==> src/pkg/phase_shed_pkg.sv <==
// constants, field layouts and state codes for the phase shedding and nvm lock registers
package phase_shed_pkg;

  // ==========================================================================
  // command codes of the registers held here
  localparam logic [7:0] CMD_PHASE_SHED_CONFIG      = 8'hdf;
  localparam logic [7:0] CMD_MAX_PHASE_LIMIT        = 8'he4;
  localparam logic [7:0] CMD_INPUT_POWER_WARN_LIMIT = 8'hf0;
  localparam logic [7:0] CMD_NVM_PASSWORD           = 8'hfa;

  // page values that select a channel
  localparam logic [7:0] PAGE_CHANNEL_A = 8'h00;
  localparam logic [7:0] PAGE_CHANNEL_B = 8'h01;

  // ==========================================================================
  // phase_shed_config field positions
  localparam int unsigned LIGHT_LOAD_SINGLE_PHASE_MODE_BIT = 15;
  localparam int unsigned TWO_TO_ONE_DROP_OFFSET_LSB       = 13;
  localparam int unsigned FIVE_TO_SIX_ADD_OFFSET_LSB       = 11;
  localparam int unsigned FOUR_TO_FIVE_ADD_OFFSET_LSB      = 9;
  localparam int unsigned THREE_TO_FOUR_ADD_OFFSET_LSB     = 7;
  localparam int unsigned TWO_TO_THREE_ADD_OFFSET_LSB      = 5;
  localparam int unsigned ONE_TO_TWO_ADD_OFFSET_LSB        = 4;
  localparam int unsigned SINGLE_PHASE_SHED_ENABLE_BIT     = 3;
  localparam int unsigned COARSE_THRESHOLD_LSB             = 0;
  // bits 12:7 exist only in the channel a page
  localparam logic [15:0] CHANNEL_A_ONLY_MASK = 16'h1f80;

  // ==========================================================================
  // threshold arithmetic, all in amperes
  localparam logic [7:0] PEAK_EFFICIENCY_BASE = 8'h0c;  // 12 a at code 00b
  localparam logic [7:0] DROP_OFFSET_BASE     = 8'h02;  // code 00b is minus 2 a
  localparam logic [7:0] ADD_OFFSET_BASE      = 8'h06;  // code 00b is plus 6 a
  localparam int unsigned MAX_ADD_STEPS       = 5;

  // ==========================================================================
  // max_phase_limit and input_power_warn_limit layouts
  localparam int unsigned PHASE_NUM_WIDTH          = 3;
  localparam logic [7:0]  PHASE_LIMIT_POWERUP_READ = 8'h00;
  localparam logic [7:0]  OVERPOWER_WARN_RESET     = 8'he1;  // 2 w per lsb

  // ==========================================================================
  // nvm password values and status codes
  localparam logic [15:0] PASSWORD_CLEAR      = 16'hffff;
  localparam logic [15:0] SECURITY_STS_OPEN   = 16'h0000;
  localparam logic [15:0] SECURITY_STS_ARMED  = 16'h0001;
  localparam logic [15:0] SECURITY_STS_LOCKED = 16'h0002;

  // security state, one-hot
  typedef enum logic [3:0] {
    SEC_LOAD   = 4'b0001,
    SEC_OPEN   = 4'b0010,
    SEC_ARMED  = 4'b0100,
    SEC_LOCKED = 4'b1000
  } sec_state_type;

endpackage

==> src/rtl/shed_threshold_calc.sv <==
// add and drop current thresholds of one channel from its shedding configuration
`timescale 1ns/1ps
`default_nettype none

module shed_threshold_calc (
  // configuration words
  input  wire logic [15:0] cfg_word,
  input  wire logic [15:0] upper_word,
  // thresholds in amperes
  output logic      [7:0]  drop_thr,
  output logic      [39:0] add_thr
);
  import phase_shed_pkg::*;

  logic [1:0] coarse_code;
  logic [7:0] ieff;
  logic [1:0] drop_code;
  logic [1:0] add_code [1:5];

  // codes above 11b are undefined; clamping them to the top setting keeps thresholds sane
  assign coarse_code = cfg_word[COARSE_THRESHOLD_LSB + 2] ? 2'h3
                     : cfg_word[COARSE_THRESHOLD_LSB +: 2];
  assign ieff        = PEAK_EFFICIENCY_BASE + {5'h00, coarse_code, 1'b0};

  // drop from two phases to one at ieff - 2, +0, +2 or +4 a
  assign drop_code = cfg_word[TWO_TO_ONE_DROP_OFFSET_LSB +: 2];
  assign drop_thr  = ieff + {5'h00, drop_code, 1'b0} - DROP_OFFSET_BASE;

  // the two lower add fields share bit 5, as laid out in the register
  assign add_code[1] = cfg_word[ONE_TO_TWO_ADD_OFFSET_LSB +: 2];
  assign add_code[2] = cfg_word[TWO_TO_THREE_ADD_OFFSET_LSB +: 2];
  assign add_code[3] = upper_word[THREE_TO_FOUR_ADD_OFFSET_LSB +: 2];
  assign add_code[4] = upper_word[FOUR_TO_FIVE_ADD_OFFSET_LSB +: 2];
  assign add_code[5] = upper_word[FIVE_TO_SIX_ADD_OFFSET_LSB +: 2];

  // add a phase at k * ieff + 6, 8, 10 or 12 a
  genvar k;
  for (k = 1; k <= MAX_ADD_STEPS; k++) begin : g_add
    assign add_thr[8*k-1 -: 8] = 8'(k * ieff) + ADD_OFFSET_BASE
                               + {5'h00, add_code[k], 1'b0};
  end

endmodule

`default_nettype wire

==> src/rtl/phase_shed_and_nvm_lock_regs.sv <==
// phase shedding configuration, phase limit, overpower limit and nvm password registers
`timescale 1ns/1ps
`default_nettype none

// How it works
// - bit 15 set allows discontinuous conduction on one phase after shedding.
// - two-to-one drop at peak current minus 2, plus 0, 2 or 4 a.
// - step k to k+1 adds at k times peak current plus 6..12 a.
// - upper three add fields live only in page a; rest per channel.
// - shedding to one phase only when bit 3 is set.
// - coarse field picks peak-efficiency current 12, 14, 16 or 18 a.
// - page 00h reaches channel a, page 01h reaches channel b.
// - phase limit code 0..5 caps phases one to six; upper bits zero.
// - programmed limit never raises the hardware phase maximum.
// - phase limit reads zero until either channel first enables.
// - after enable, phase limit reads lower of hardware and programmed.
// - programmed limit above hardware sets warning and raises alert.
// - power limit and password shared, independent of page.
// - overpower limit in bits 7:0, 2 w lsb, resets e1h, upper zero.
// - open state: password write sets key; non-ffffh arms security.
// - armed security rejects writes except page and phase selection and password attempts.
// - wrong password locks; every password refused until power cycle.
// - correct password temporarily opens security for writes again.
// - password read returns 0000h, 0001h or 0002h status.
module phase_shed_and_nvm_lock_regs (
  // clock and reset
  input  wire logic                clk,
  input  wire logic                reset,
  // decoded command port
  input  wire logic                cmd_valid,
  input  wire logic                cmd_write,
  input  wire logic [7:0]          cmd_code,
  input  wire logic [15:0]         cmd_wdata,
  input  wire logic [7:0]          page_sel,
  output logic                     cmd_ready,
  output logic                     resp_valid,
  output logic                     resp_ok,
  output logic [15:0]              resp_rdata,
  // stored defaults
  input  wire logic                nvm_valid,
  input  wire logic [15:0]         nvm_shed_cfg_a,
  input  wire logic [15:0]         nvm_shed_cfg_b,
  input  wire logic [15:0]         nvm_password_key,
  // hardware configuration and converter state
  input  wire logic [2:0]          hw_max_phase_a,
  input  wire logic [2:0]          hw_max_phase_b,
  input  wire logic                conv_enable_a,
  input  wire logic                conv_enable_b,
  // status
  input  wire logic                warn_clear,
  output logic                     maximum_phase_warning,
  output logic                     alert_output,
  output logic                     write_protect,
  // channel a controls
  output logic [2:0]               phase_cap_a,
  output logic                     dcm_enable_a,
  output logic                     shed_one_enable_a,
  output logic [7:0]               drop_thr_a,
  output logic [39:0]              add_thr_a,
  // channel b controls
  output logic [2:0]               phase_cap_b,
  output logic                     dcm_enable_b,
  output logic                     shed_one_enable_b,
  output logic [7:0]               drop_thr_b,
  output logic [39:0]              add_thr_b,
  // shared limit
  output logic [7:0]               overpower_warn_value
);
  import phase_shed_pkg::*;

  // ==========================================================================
  // state
  sec_state_type sec_r;
  sec_state_type sec_nxt;
  logic [15:0]   cfg_a_r;
  logic [15:0]   cfg_b_r;
  logic [2:0]    limit_a_r;
  logic [2:0]    limit_b_r;
  logic [7:0]    opw_r;
  logic [15:0]   key_r;
  logic          seen_enable_r;
  logic          warn_r;
  logic          ready_r;
  logic          resp_valid_r;
  logic          resp_ok_r;
  logic [15:0]   resp_rdata_r;
  logic          protect_r;
  logic [2:0]    cap_a_r;
  logic [2:0]    cap_b_r;
  logic          dcm_a_r;
  logic          dcm_b_r;
  logic          one_a_r;
  logic          one_b_r;
  logic [7:0]    drop_a_r;
  logic [7:0]    drop_b_r;
  logic [39:0]   add_a_r;
  logic [39:0]   add_b_r;

  // ==========================================================================
  // request decode
  logic take;
  logic is_wr;
  logic is_rd;
  logic page_a;
  logic page_b;
  logic page_ok;
  logic hit_cfg;
  logic hit_lim;
  logic hit_opw;
  logic hit_key;
  logic mapped;
  logic cfg_open;

  assign take    = cmd_valid && ready_r;
  assign is_wr   = take && cmd_write;
  assign is_rd   = take && !cmd_write;
  assign page_a  = (page_sel == PAGE_CHANNEL_A);
  assign page_b  = (page_sel == PAGE_CHANNEL_B);
  assign page_ok = page_a || page_b;
  assign hit_cfg = (cmd_code == CMD_PHASE_SHED_CONFIG);
  assign hit_lim = (cmd_code == CMD_MAX_PHASE_LIMIT);
  assign hit_opw = (cmd_code == CMD_INPUT_POWER_WARN_LIMIT);
  assign hit_key = (cmd_code == CMD_NVM_PASSWORD);
  assign mapped  = hit_cfg || hit_lim || hit_opw || hit_key;
  // configuration writes go through only while security is open
  assign cfg_open = (sec_r == SEC_OPEN);

  // ==========================================================================
  // per-register write enables
  logic wr_cfg_a;
  logic wr_cfg_b;
  logic wr_lim_a;
  logic wr_lim_b;
  logic wr_opw;
  logic wr_key;
  logic wr_ok;

  assign wr_cfg_a = is_wr && hit_cfg && page_a && cfg_open;
  assign wr_cfg_b = is_wr && hit_cfg && page_b && cfg_open;
  assign wr_lim_a = is_wr && hit_lim && page_a && cfg_open;
  assign wr_lim_b = is_wr && hit_lim && page_b && cfg_open;
  // shared registers ignore the page entirely
  assign wr_opw   = is_wr && hit_opw && cfg_open;
  // a password attempt is taken in open or armed, never in locked
  assign wr_key   = is_wr && hit_key && (sec_r == SEC_OPEN || sec_r == SEC_ARMED);
  assign wr_ok    = wr_cfg_a || wr_cfg_b || wr_lim_a || wr_lim_b || wr_opw || wr_key;

  // ==========================================================================
  // phase limit: never above the hardware maximum
  logic [2:0] eff_a;
  logic [2:0] eff_b;
  logic [2:0] hw_sel;
  logic       over_hw;

  assign eff_a   = (limit_a_r < hw_max_phase_a) ? limit_a_r : hw_max_phase_a;
  assign eff_b   = (limit_b_r < hw_max_phase_b) ? limit_b_r : hw_max_phase_b;
  assign hw_sel  = page_b ? hw_max_phase_b : hw_max_phase_a;
  // codes 110b and 111b are beyond any hardware maximum and warn too
  assign over_hw = (wr_lim_a || wr_lim_b)
                && (cmd_wdata[PHASE_NUM_WIDTH-1:0] > hw_sel);

  // ==========================================================================
  // read data selection
  logic [15:0] cfg_rd;
  logic [2:0]  lim_rd;
  logic [15:0] key_rd;
  logic [15:0] rd_data;
  logic        rd_ok;

  // channel b shows zero where the page-a-only fields sit
  assign cfg_rd = page_b ? (cfg_b_r & ~CHANNEL_A_ONLY_MASK) : cfg_a_r;
  // zero before either channel has ever run, the lower value after
  assign lim_rd = !seen_enable_r ? PHASE_LIMIT_POWERUP_READ[2:0]
                : (page_b ? eff_b : eff_a);
  // the key itself is never returned, only the security status
  assign key_rd = (sec_r == SEC_LOCKED) ? SECURITY_STS_LOCKED
                : (sec_r == SEC_ARMED)  ? SECURITY_STS_ARMED
                :                         SECURITY_STS_OPEN;
  assign rd_data = hit_cfg ? cfg_rd
                 : hit_lim ? {13'h0000, lim_rd}
                 : hit_opw ? {8'h00, opw_r}
                 : hit_key ? key_rd
                 :           16'h0000;
  // paged registers refuse a page that names no channel
  assign rd_ok = mapped && ((hit_cfg || hit_lim) ? page_ok : 1'b1);

  // ==========================================================================
  // security state machine
  always_comb begin
    sec_nxt = sec_r;
    case (sec_r)
      SEC_LOAD: begin
        if (nvm_valid) begin
          sec_nxt = (nvm_password_key == PASSWORD_CLEAR) ? SEC_OPEN : SEC_ARMED;
        end
      end
      SEC_OPEN: begin
        if (wr_key && cmd_wdata != PASSWORD_CLEAR) begin
          sec_nxt = SEC_ARMED;
        end
      end
      SEC_ARMED: begin
        if (wr_key) begin
          sec_nxt = (cmd_wdata == key_r) ? SEC_OPEN : SEC_LOCKED;
        end
      end
      SEC_LOCKED: begin
        sec_nxt = SEC_LOCKED;  // only a reset leaves this state
      end
      default: begin
        sec_nxt = SEC_LOCKED;
      end
    endcase
  end

  always_ff @(posedge clk or posedge reset) begin
    if (reset) begin
      sec_r <= SEC_LOAD;
    end else begin
      sec_r <= sec_nxt;
    end
  end

  // password key; loaded from nvm, replaced only while open
  always_ff @(posedge clk or posedge reset) begin
    if (reset) begin
      key_r <= PASSWORD_CLEAR;
    end else if (sec_r == SEC_LOAD && nvm_valid) begin
      key_r <= nvm_password_key;
    end else if (wr_key && sec_r == SEC_OPEN) begin
      key_r <= cmd_wdata;
    end
  end

  // ==========================================================================
  // shedding configuration per channel
  always_ff @(posedge clk or posedge reset) begin
    if (reset) begin
      cfg_a_r <= 16'h0000;
      cfg_b_r <= 16'h0000;
    end else if (sec_r == SEC_LOAD && nvm_valid) begin
      cfg_a_r <= nvm_shed_cfg_a;
      cfg_b_r <= nvm_shed_cfg_b & ~CHANNEL_A_ONLY_MASK;
    end else begin
      if (wr_cfg_a) begin
        cfg_a_r <= cmd_wdata;
      end
      if (wr_cfg_b) begin
        cfg_b_r <= cmd_wdata & ~CHANNEL_A_ONLY_MASK;
      end
    end
  end

  // programmed phase limits; power-up value is the widest code
  always_ff @(posedge clk or posedge reset) begin
    if (reset) begin
      limit_a_r <= 3'h7;
      limit_b_r <= 3'h7;
    end else begin
      if (wr_lim_a) begin
        limit_a_r <= cmd_wdata[PHASE_NUM_WIDTH-1:0];
      end
      if (wr_lim_b) begin
        limit_b_r <= cmd_wdata[PHASE_NUM_WIDTH-1:0];
      end
    end
  end

  // shared overpower warning limit
  always_ff @(posedge clk or posedge reset) begin
    if (reset) begin
      opw_r <= OVERPOWER_WARN_RESET;
    end else if (wr_opw) begin
      opw_r <= cmd_wdata[7:0];
    end
  end

  // sticky record that conversion has ever been enabled
  always_ff @(posedge clk or posedge reset) begin
    if (reset) begin
      seen_enable_r <= 1'b0;
    end else if (conv_enable_a || conv_enable_b) begin
      seen_enable_r <= 1'b1;
    end
  end

  // warning flag: a new event beats a clear in the same cycle
  always_ff @(posedge clk or posedge reset) begin
    if (reset) begin
      warn_r <= 1'b0;
    end else if (over_hw) begin
      warn_r <= 1'b1;
    end else if (warn_clear) begin
      warn_r <= 1'b0;
    end
  end

  // ==========================================================================
  // command port: ready after the nvm load, one answer per request
  always_ff @(posedge clk or posedge reset) begin
    if (reset) begin
      ready_r      <= 1'b0;
      resp_valid_r <= 1'b0;
      resp_ok_r    <= 1'b0;
      resp_rdata_r <= 16'h0000;
    end else begin
      ready_r      <= (sec_nxt != SEC_LOAD);  // no access before defaults land
      resp_valid_r <= take;
      resp_ok_r    <= take && (cmd_write ? wr_ok : rd_ok);  // refused writes answer low
      resp_rdata_r <= (is_rd && rd_ok) ? rd_data : 16'h0000;
    end
  end

  // ==========================================================================
  // threshold arithmetic; channel b reuses the page-a-only add fields
  logic [7:0]  drop_a_w;
  logic [7:0]  drop_b_w;
  logic [39:0] add_a_w;
  logic [39:0] add_b_w;

  shed_threshold_calc u_thr_a (
    .cfg_word   (cfg_a_r),
    .upper_word (cfg_a_r),
    .drop_thr   (drop_a_w),
    .add_thr    (add_a_w)
  );

  shed_threshold_calc u_thr_b (
    .cfg_word   (cfg_b_r),
    .upper_word (cfg_a_r),
    .drop_thr   (drop_b_w),
    .add_thr    (add_b_w)
  );

  // registered controls toward the phase logic
  always_ff @(posedge clk or posedge reset) begin
    if (reset) begin
      protect_r <= 1'b1;
      cap_a_r   <= 3'h0;
      cap_b_r   <= 3'h0;
      dcm_a_r   <= 1'b0;
      dcm_b_r   <= 1'b0;
      one_a_r   <= 1'b0;
      one_b_r   <= 1'b0;
      drop_a_r  <= 8'h00;
      drop_b_r  <= 8'h00;
      add_a_r   <= 40'h00_0000_0000;
      add_b_r   <= 40'h00_0000_0000;
    end else begin
      protect_r <= (sec_nxt != SEC_OPEN);  // other commands bar writes but page/phase
      cap_a_r   <= eff_a;
      cap_b_r   <= eff_b;
      dcm_a_r   <= cfg_a_r[LIGHT_LOAD_SINGLE_PHASE_MODE_BIT];
      dcm_b_r   <= cfg_b_r[LIGHT_LOAD_SINGLE_PHASE_MODE_BIT];
      one_a_r   <= cfg_a_r[SINGLE_PHASE_SHED_ENABLE_BIT];
      one_b_r   <= cfg_b_r[SINGLE_PHASE_SHED_ENABLE_BIT];
      drop_a_r  <= drop_a_w;
      drop_b_r  <= drop_b_w;
      add_a_r   <= add_a_w;
      add_b_r   <= add_b_w;
    end
  end

  // ==========================================================================
  // outputs straight from flip-flops
  assign cmd_ready             = ready_r;
  assign resp_valid            = resp_valid_r;
  assign resp_ok               = resp_ok_r;
  assign resp_rdata            = resp_rdata_r;
  assign maximum_phase_warning = warn_r;
  assign alert_output          = warn_r;
  assign write_protect         = protect_r;
  assign phase_cap_a           = cap_a_r;
  assign phase_cap_b           = cap_b_r;
  assign dcm_enable_a          = dcm_a_r;
  assign dcm_enable_b          = dcm_b_r;
  assign shed_one_enable_a     = one_a_r;
  assign shed_one_enable_b     = one_b_r;
  assign drop_thr_a            = drop_a_r;
  assign drop_thr_b            = drop_b_r;
  assign add_thr_a             = add_a_r;
  assign add_thr_b             = add_b_r;
  assign overpower_warn_value  = opw_r;

endmodule

`default_nettype wire

==> config.mk <==
export PLATFORM = sky130hd
export DESIGN_NAME = phase_shed_and_nvm_lock_regs
export DESIGN_NICKNAME = d
export VERILOG_FILES = /design/src/pkg/phase_shed_pkg.sv /design/src/rtl/shed_threshold_calc.sv /design/src/rtl/phase_shed_and_nvm_lock_regs.sv
export SDC_FILE = /design/constraint.sdc
export NUM_CORES = 1
export LEC_CHECK = 0
export ABC_AREA = 1
export CAP_MARGIN = 5
export CORE_MARGIN = 4
export CORE_UTILIZATION = 60
export CTS_BUF_LIST = sky130_fd_sc_hd__clkbuf_4 sky130_fd_sc_hd__clkbuf_8
export CTS_CLUSTER_SIZE = 30
export DETAILED_ROUTE_END_ITERATION = 8
export DONT_BUFFER_PORTS = 1
export PLACE_DENSITY = 0.87
export RECOVER_POWER = 25
export SLEW_MARGIN = 20
export SYNTH_ARGS = -nofsm -noshare
export SYNTH_HDL_FRONTEND = slang
export SYNTH_SLANG_ARGS = --single-unit
==> constraint.sdc <==
create_clock -name clk -period 7.2 [get_ports clk]
set_clock_uncertainty 0.15 [all_clocks]
set_input_delay 0.36 -clock clk [delete_from_list [all_inputs] [get_ports clk]]
set_output_delay 0.36 -clock clk [all_outputs]
set_load 0.05 [all_outputs]
==> impl_results.md <==
* CP Capture Type: async pin
* Crit path DAT at 4030 ps
* GPL Wtd Cong at 0.8877
* Total power at between 0.0015 and 0.002 W
* H-tree lvl count at 4
* Remaining antenna violation count at 0
* HP Class: primary input to flop
* Crit path required time at about 7500 ps
* Crit Path Class: primary input to async pin
* Synth top cells by count: nand2_1, inv_1, dfrtp_1
* DR DRC count at 0
* Chip Width at ~130 um
* Hold Violations, Final at 0
* Worst Setup Start Kind: primary input
* Post-synthesis register bit count at approximately 160
* Post-CTS setup buffers at 0
* Sequential cell area at between 3000 and 4000 sq um
* Worst path max stage delay at 2120 ps
* WL final at about 22000 um
* Leak Pwr at 4.850 nW
* Max_slew headroom at -151.8%
* Remaining global-route overflow at 0
* Number of max-cap violations at 1
* Post-layout min period at around 3700 ps
* Avg Cell Area, Syn at approximately 8.6 sq um
* Synth async-reset ratio at between 90% and 100%
* Core Area at around 13000 sq um
* CTS Root Cell: clkbuf_8
* Total power divided by cell area at approximately 190 nW/um^2
* Vias/cell at approximately 5.5
* Num rows at 42
* Adder-Cell Fraction of Synth Area at a little under an eighth
* Final setup vio count at 0
* Max Fclk at approximately 0.27 GHz
* CP bufs+invs at 3
* Top cell type's share of synthesized area at 38.83%
* Most common cell in the netlist: nand2_1
* Drt wl/cell at 18.18 um
* Vias at roughly 6600
* Die area at ~16000 sq um
* Antenna diodes at 0
* Synthesis Warnings at 0
* Antenna violations before repair at 0
* Iter 0 DRT Violations at a little over 500
* Psw at roughly 0.00043 W
* Clock Pin Slew Worst Setup and Hold Paths at roughly 90 ps
* Area of the multi-input gates at about 3500 sq um
* Effective utilization at floorplan at approximately 60%
* Clk sinks at about 160
* Worst Slack Setup Final at around 3500 ps
* Port buffer count at 0
* Synth Area in Compound Gates at under 10%
* DR pass1 iterations at 7
* IO Pins at between 200 and 250
* Detail Placement HPWL at 15310 um
* Global-route wire length before repair at ~35000 um
* Delay-heaviest family, CP: buffers and inverters
* Clk_lat worst skew at around 460 ps
* CTS Buf Count at 17
* Max stage delay cell, worst path: clkinvlp_2
* Clock power frac at 43.1%
* Final hold slack at between 10 and 15 ps
* Largest family of logic cells by synthesized area: simple AND/OR/NAND/NOR gates
* Cell Area, Synth at roughly 8200 sq um
* Mux contribution to synthesized area at less than 1%
* Synth Flop Type: dfrtp_1
* Die height at 125.3 um
* GRT Util Overall at approximately 28%
* Worst slack, placed at between 4000 and 5000 ps
* CTS tree: yes
* Synth unique cells at 40
* Sequential Power Share at between 50% and 60%
* Crit path max fanout at 90
* Post-synth top area cell: dfrtp_1
* Part of the Yosys area used for sequential elements at about 48%
* Largest net degree at the start of global routing at 91
* Simple-gate portion of the synthesized area at about 22%
* Setup_tns at 0 ps
* Unrepaired setup endpoints after global routing: no
* Max Root-Sink Buffers at 2
* Top cells by area, synth: dfrtp_1, nand2_1, dfstp_2, ha_1, inv_1
* FILL cells at between 900 and 1000
* Final worst path period share at approximately half
* VDD IR-drop max at about 120 uV
* Vias in the first global route at 6482
* Post-Syn Instances at 958
* Layout cells sized above 1 at slightly below 9%
* Post-synth EDFFs at 0
* Cell Chain, Critical Path: dlygate4sd3_1 -> clkinvlp_2 -> buf_4
* Violated checks: capacitance limit, slew limit
* Status: complete, but fails checks
* Cell internal pwr at between 0.001 and 0.0015 W
* Area Overhead vs Synth at 13.38%
* Logic pwr share at 6.9%
* Post-synthesis xor/xnor area fraction at between 1.5 and 2%
* Final nets at approximately 1200
* Worst-Margin Slew at 3756 ps
* Switching Share at 24.23%
* Max-slew violation count at 91
layer usage:
metal | vias to the layer above | routed length (um) | track usage (%)
met5 | - | 0 | 0
li1 | 3017 | - | -
met2 | 388 | 10770 | 46.54
met1 | 3173 | 8563 | 36.55
met4 | 0 | 711 | 10.01
met3 | 64 | 2012 | 7.676
registers in the layout, summed over array words and instances (netlist names), 3 cells and up:
| name | flops |
|---|---|
| add_thr_b | 29 |
| add_thr_a | 27 |
| cfg_a_r | 16 |
| key_r | 16 |
| resp_rdata | 16 |
| cfg_b_r | 10 |
| overpower_warn_value | 8 |
| drop_thr_a | 4 |
| drop_thr_b | 4 |
| sec_r | 4 |
| limit_a_r | 3 |
| limit_b_r | 3 |
| phase_cap_a | 3 |
| phase_cap_b | 3 |
final cells by class:
cell class                 count  share of cell area [%]
timing repair buffer          69                   7.237
clock buffer                  18                   2.649
sequential                   156                   42.11
inverter                     141                   5.699
clock inverter                13                   2.274
multi-input combinational    640                   37.67
tap                          176                   2.355
what timing repair did:
item,4_1_cts,5_1_grt
setup endpoints to repair,0,0
resized for setup,0,0
endpoints found under the hold margin,142,0
hold buffers,65,0
layout by cell type (no fill, tap or decap), types with 4 or more instances in the layout:
cell           count
nor2_4             4
clkbuf_8          18
o21ai_0           32
nand3_1           44
nand4_1            6
inv_1            136
xnor2_1            5
nor2_1            66
dlygate4sd3_1     65
dfrtp_1          128
ha_1              55
xor2_1            10
fa_1              12
bufinv_16          5
conb_1            30
a21oi_1           16
o21ai_2            4
nand2_1          298
dfstp_2           26
o21ai_1           24
nand2_2            6
o211ai_1           6
tightest hold or removal path, delay by kind of cell:
kind	cells	cell delay (ps)
compound gates	1	70
simple gates	3	150
kinds of logic (layout without fill, tap and decap cells):
family	count (synthesis)	in the layout
AO/OA/AOI/OAI	87	87
XOR/XNOR	15	15
adder cells (fa/ha/maj)	67	67
buffers and inverters	191	241
flip-flops	156	156
multiplexers	2	2
other	1	30
AND/OR/NAND/NOR	439	439
power groups by stage:
stage                     registers, W   logic, W  clock network [W]
final                         0.000881   0.000122           0.000760
after floorplan               0.000897  0.0000888                  0
after global placement        0.000897  0.0000888                  0
after CTS                     0.000880   0.000120           0.000765
after global routing          0.000881   0.000134           0.000808
after detailed placement      0.000897  0.0000903                  0
through the flow:
step           cells  utilization, %  cell area, sq um
2_1_floorplan    987               -              8358
3_3_place_gp    1117           61.75              8242
3_5_place_dp    1117           61.75              8242
4_1_cts         1213           70.07              9353
5_1_grt         1213           70.07              9353
6_report        1213           70.07              9353
final timing paths:
path / from / endpoint / slack, ps / cells after the start
worst min register to register: cfg_a_r[3]$_DFFE_PP0P_ / shed_one_enable_a$_DFF_PP0_ / 300 / 0
worst max register to register: cfg_b_r[0]$_DFFE_PP0P_ / add_thr_b[36]$_DFF_PP0_ / 4310 / 7
max in group clk: cfg_b_r[0]$_DFFE_PP0P_ / add_thr_b[36]$_DFF_PP0_ / 4310 / 7
worst min-delay path: nvm_shed_cfg_a[8] / cfg_a_r[8]$_DFFE_PP0P_ / 10 / 4
min in group asynchronous: reset / add_thr_a[27]$_DFF_PP0_ / 1330 / 2
worst max-delay path: reset / cmd_ready$_DFF_PP0_ / 3490 / 3
Note: power is estimated with default switching activity, not from simulation.
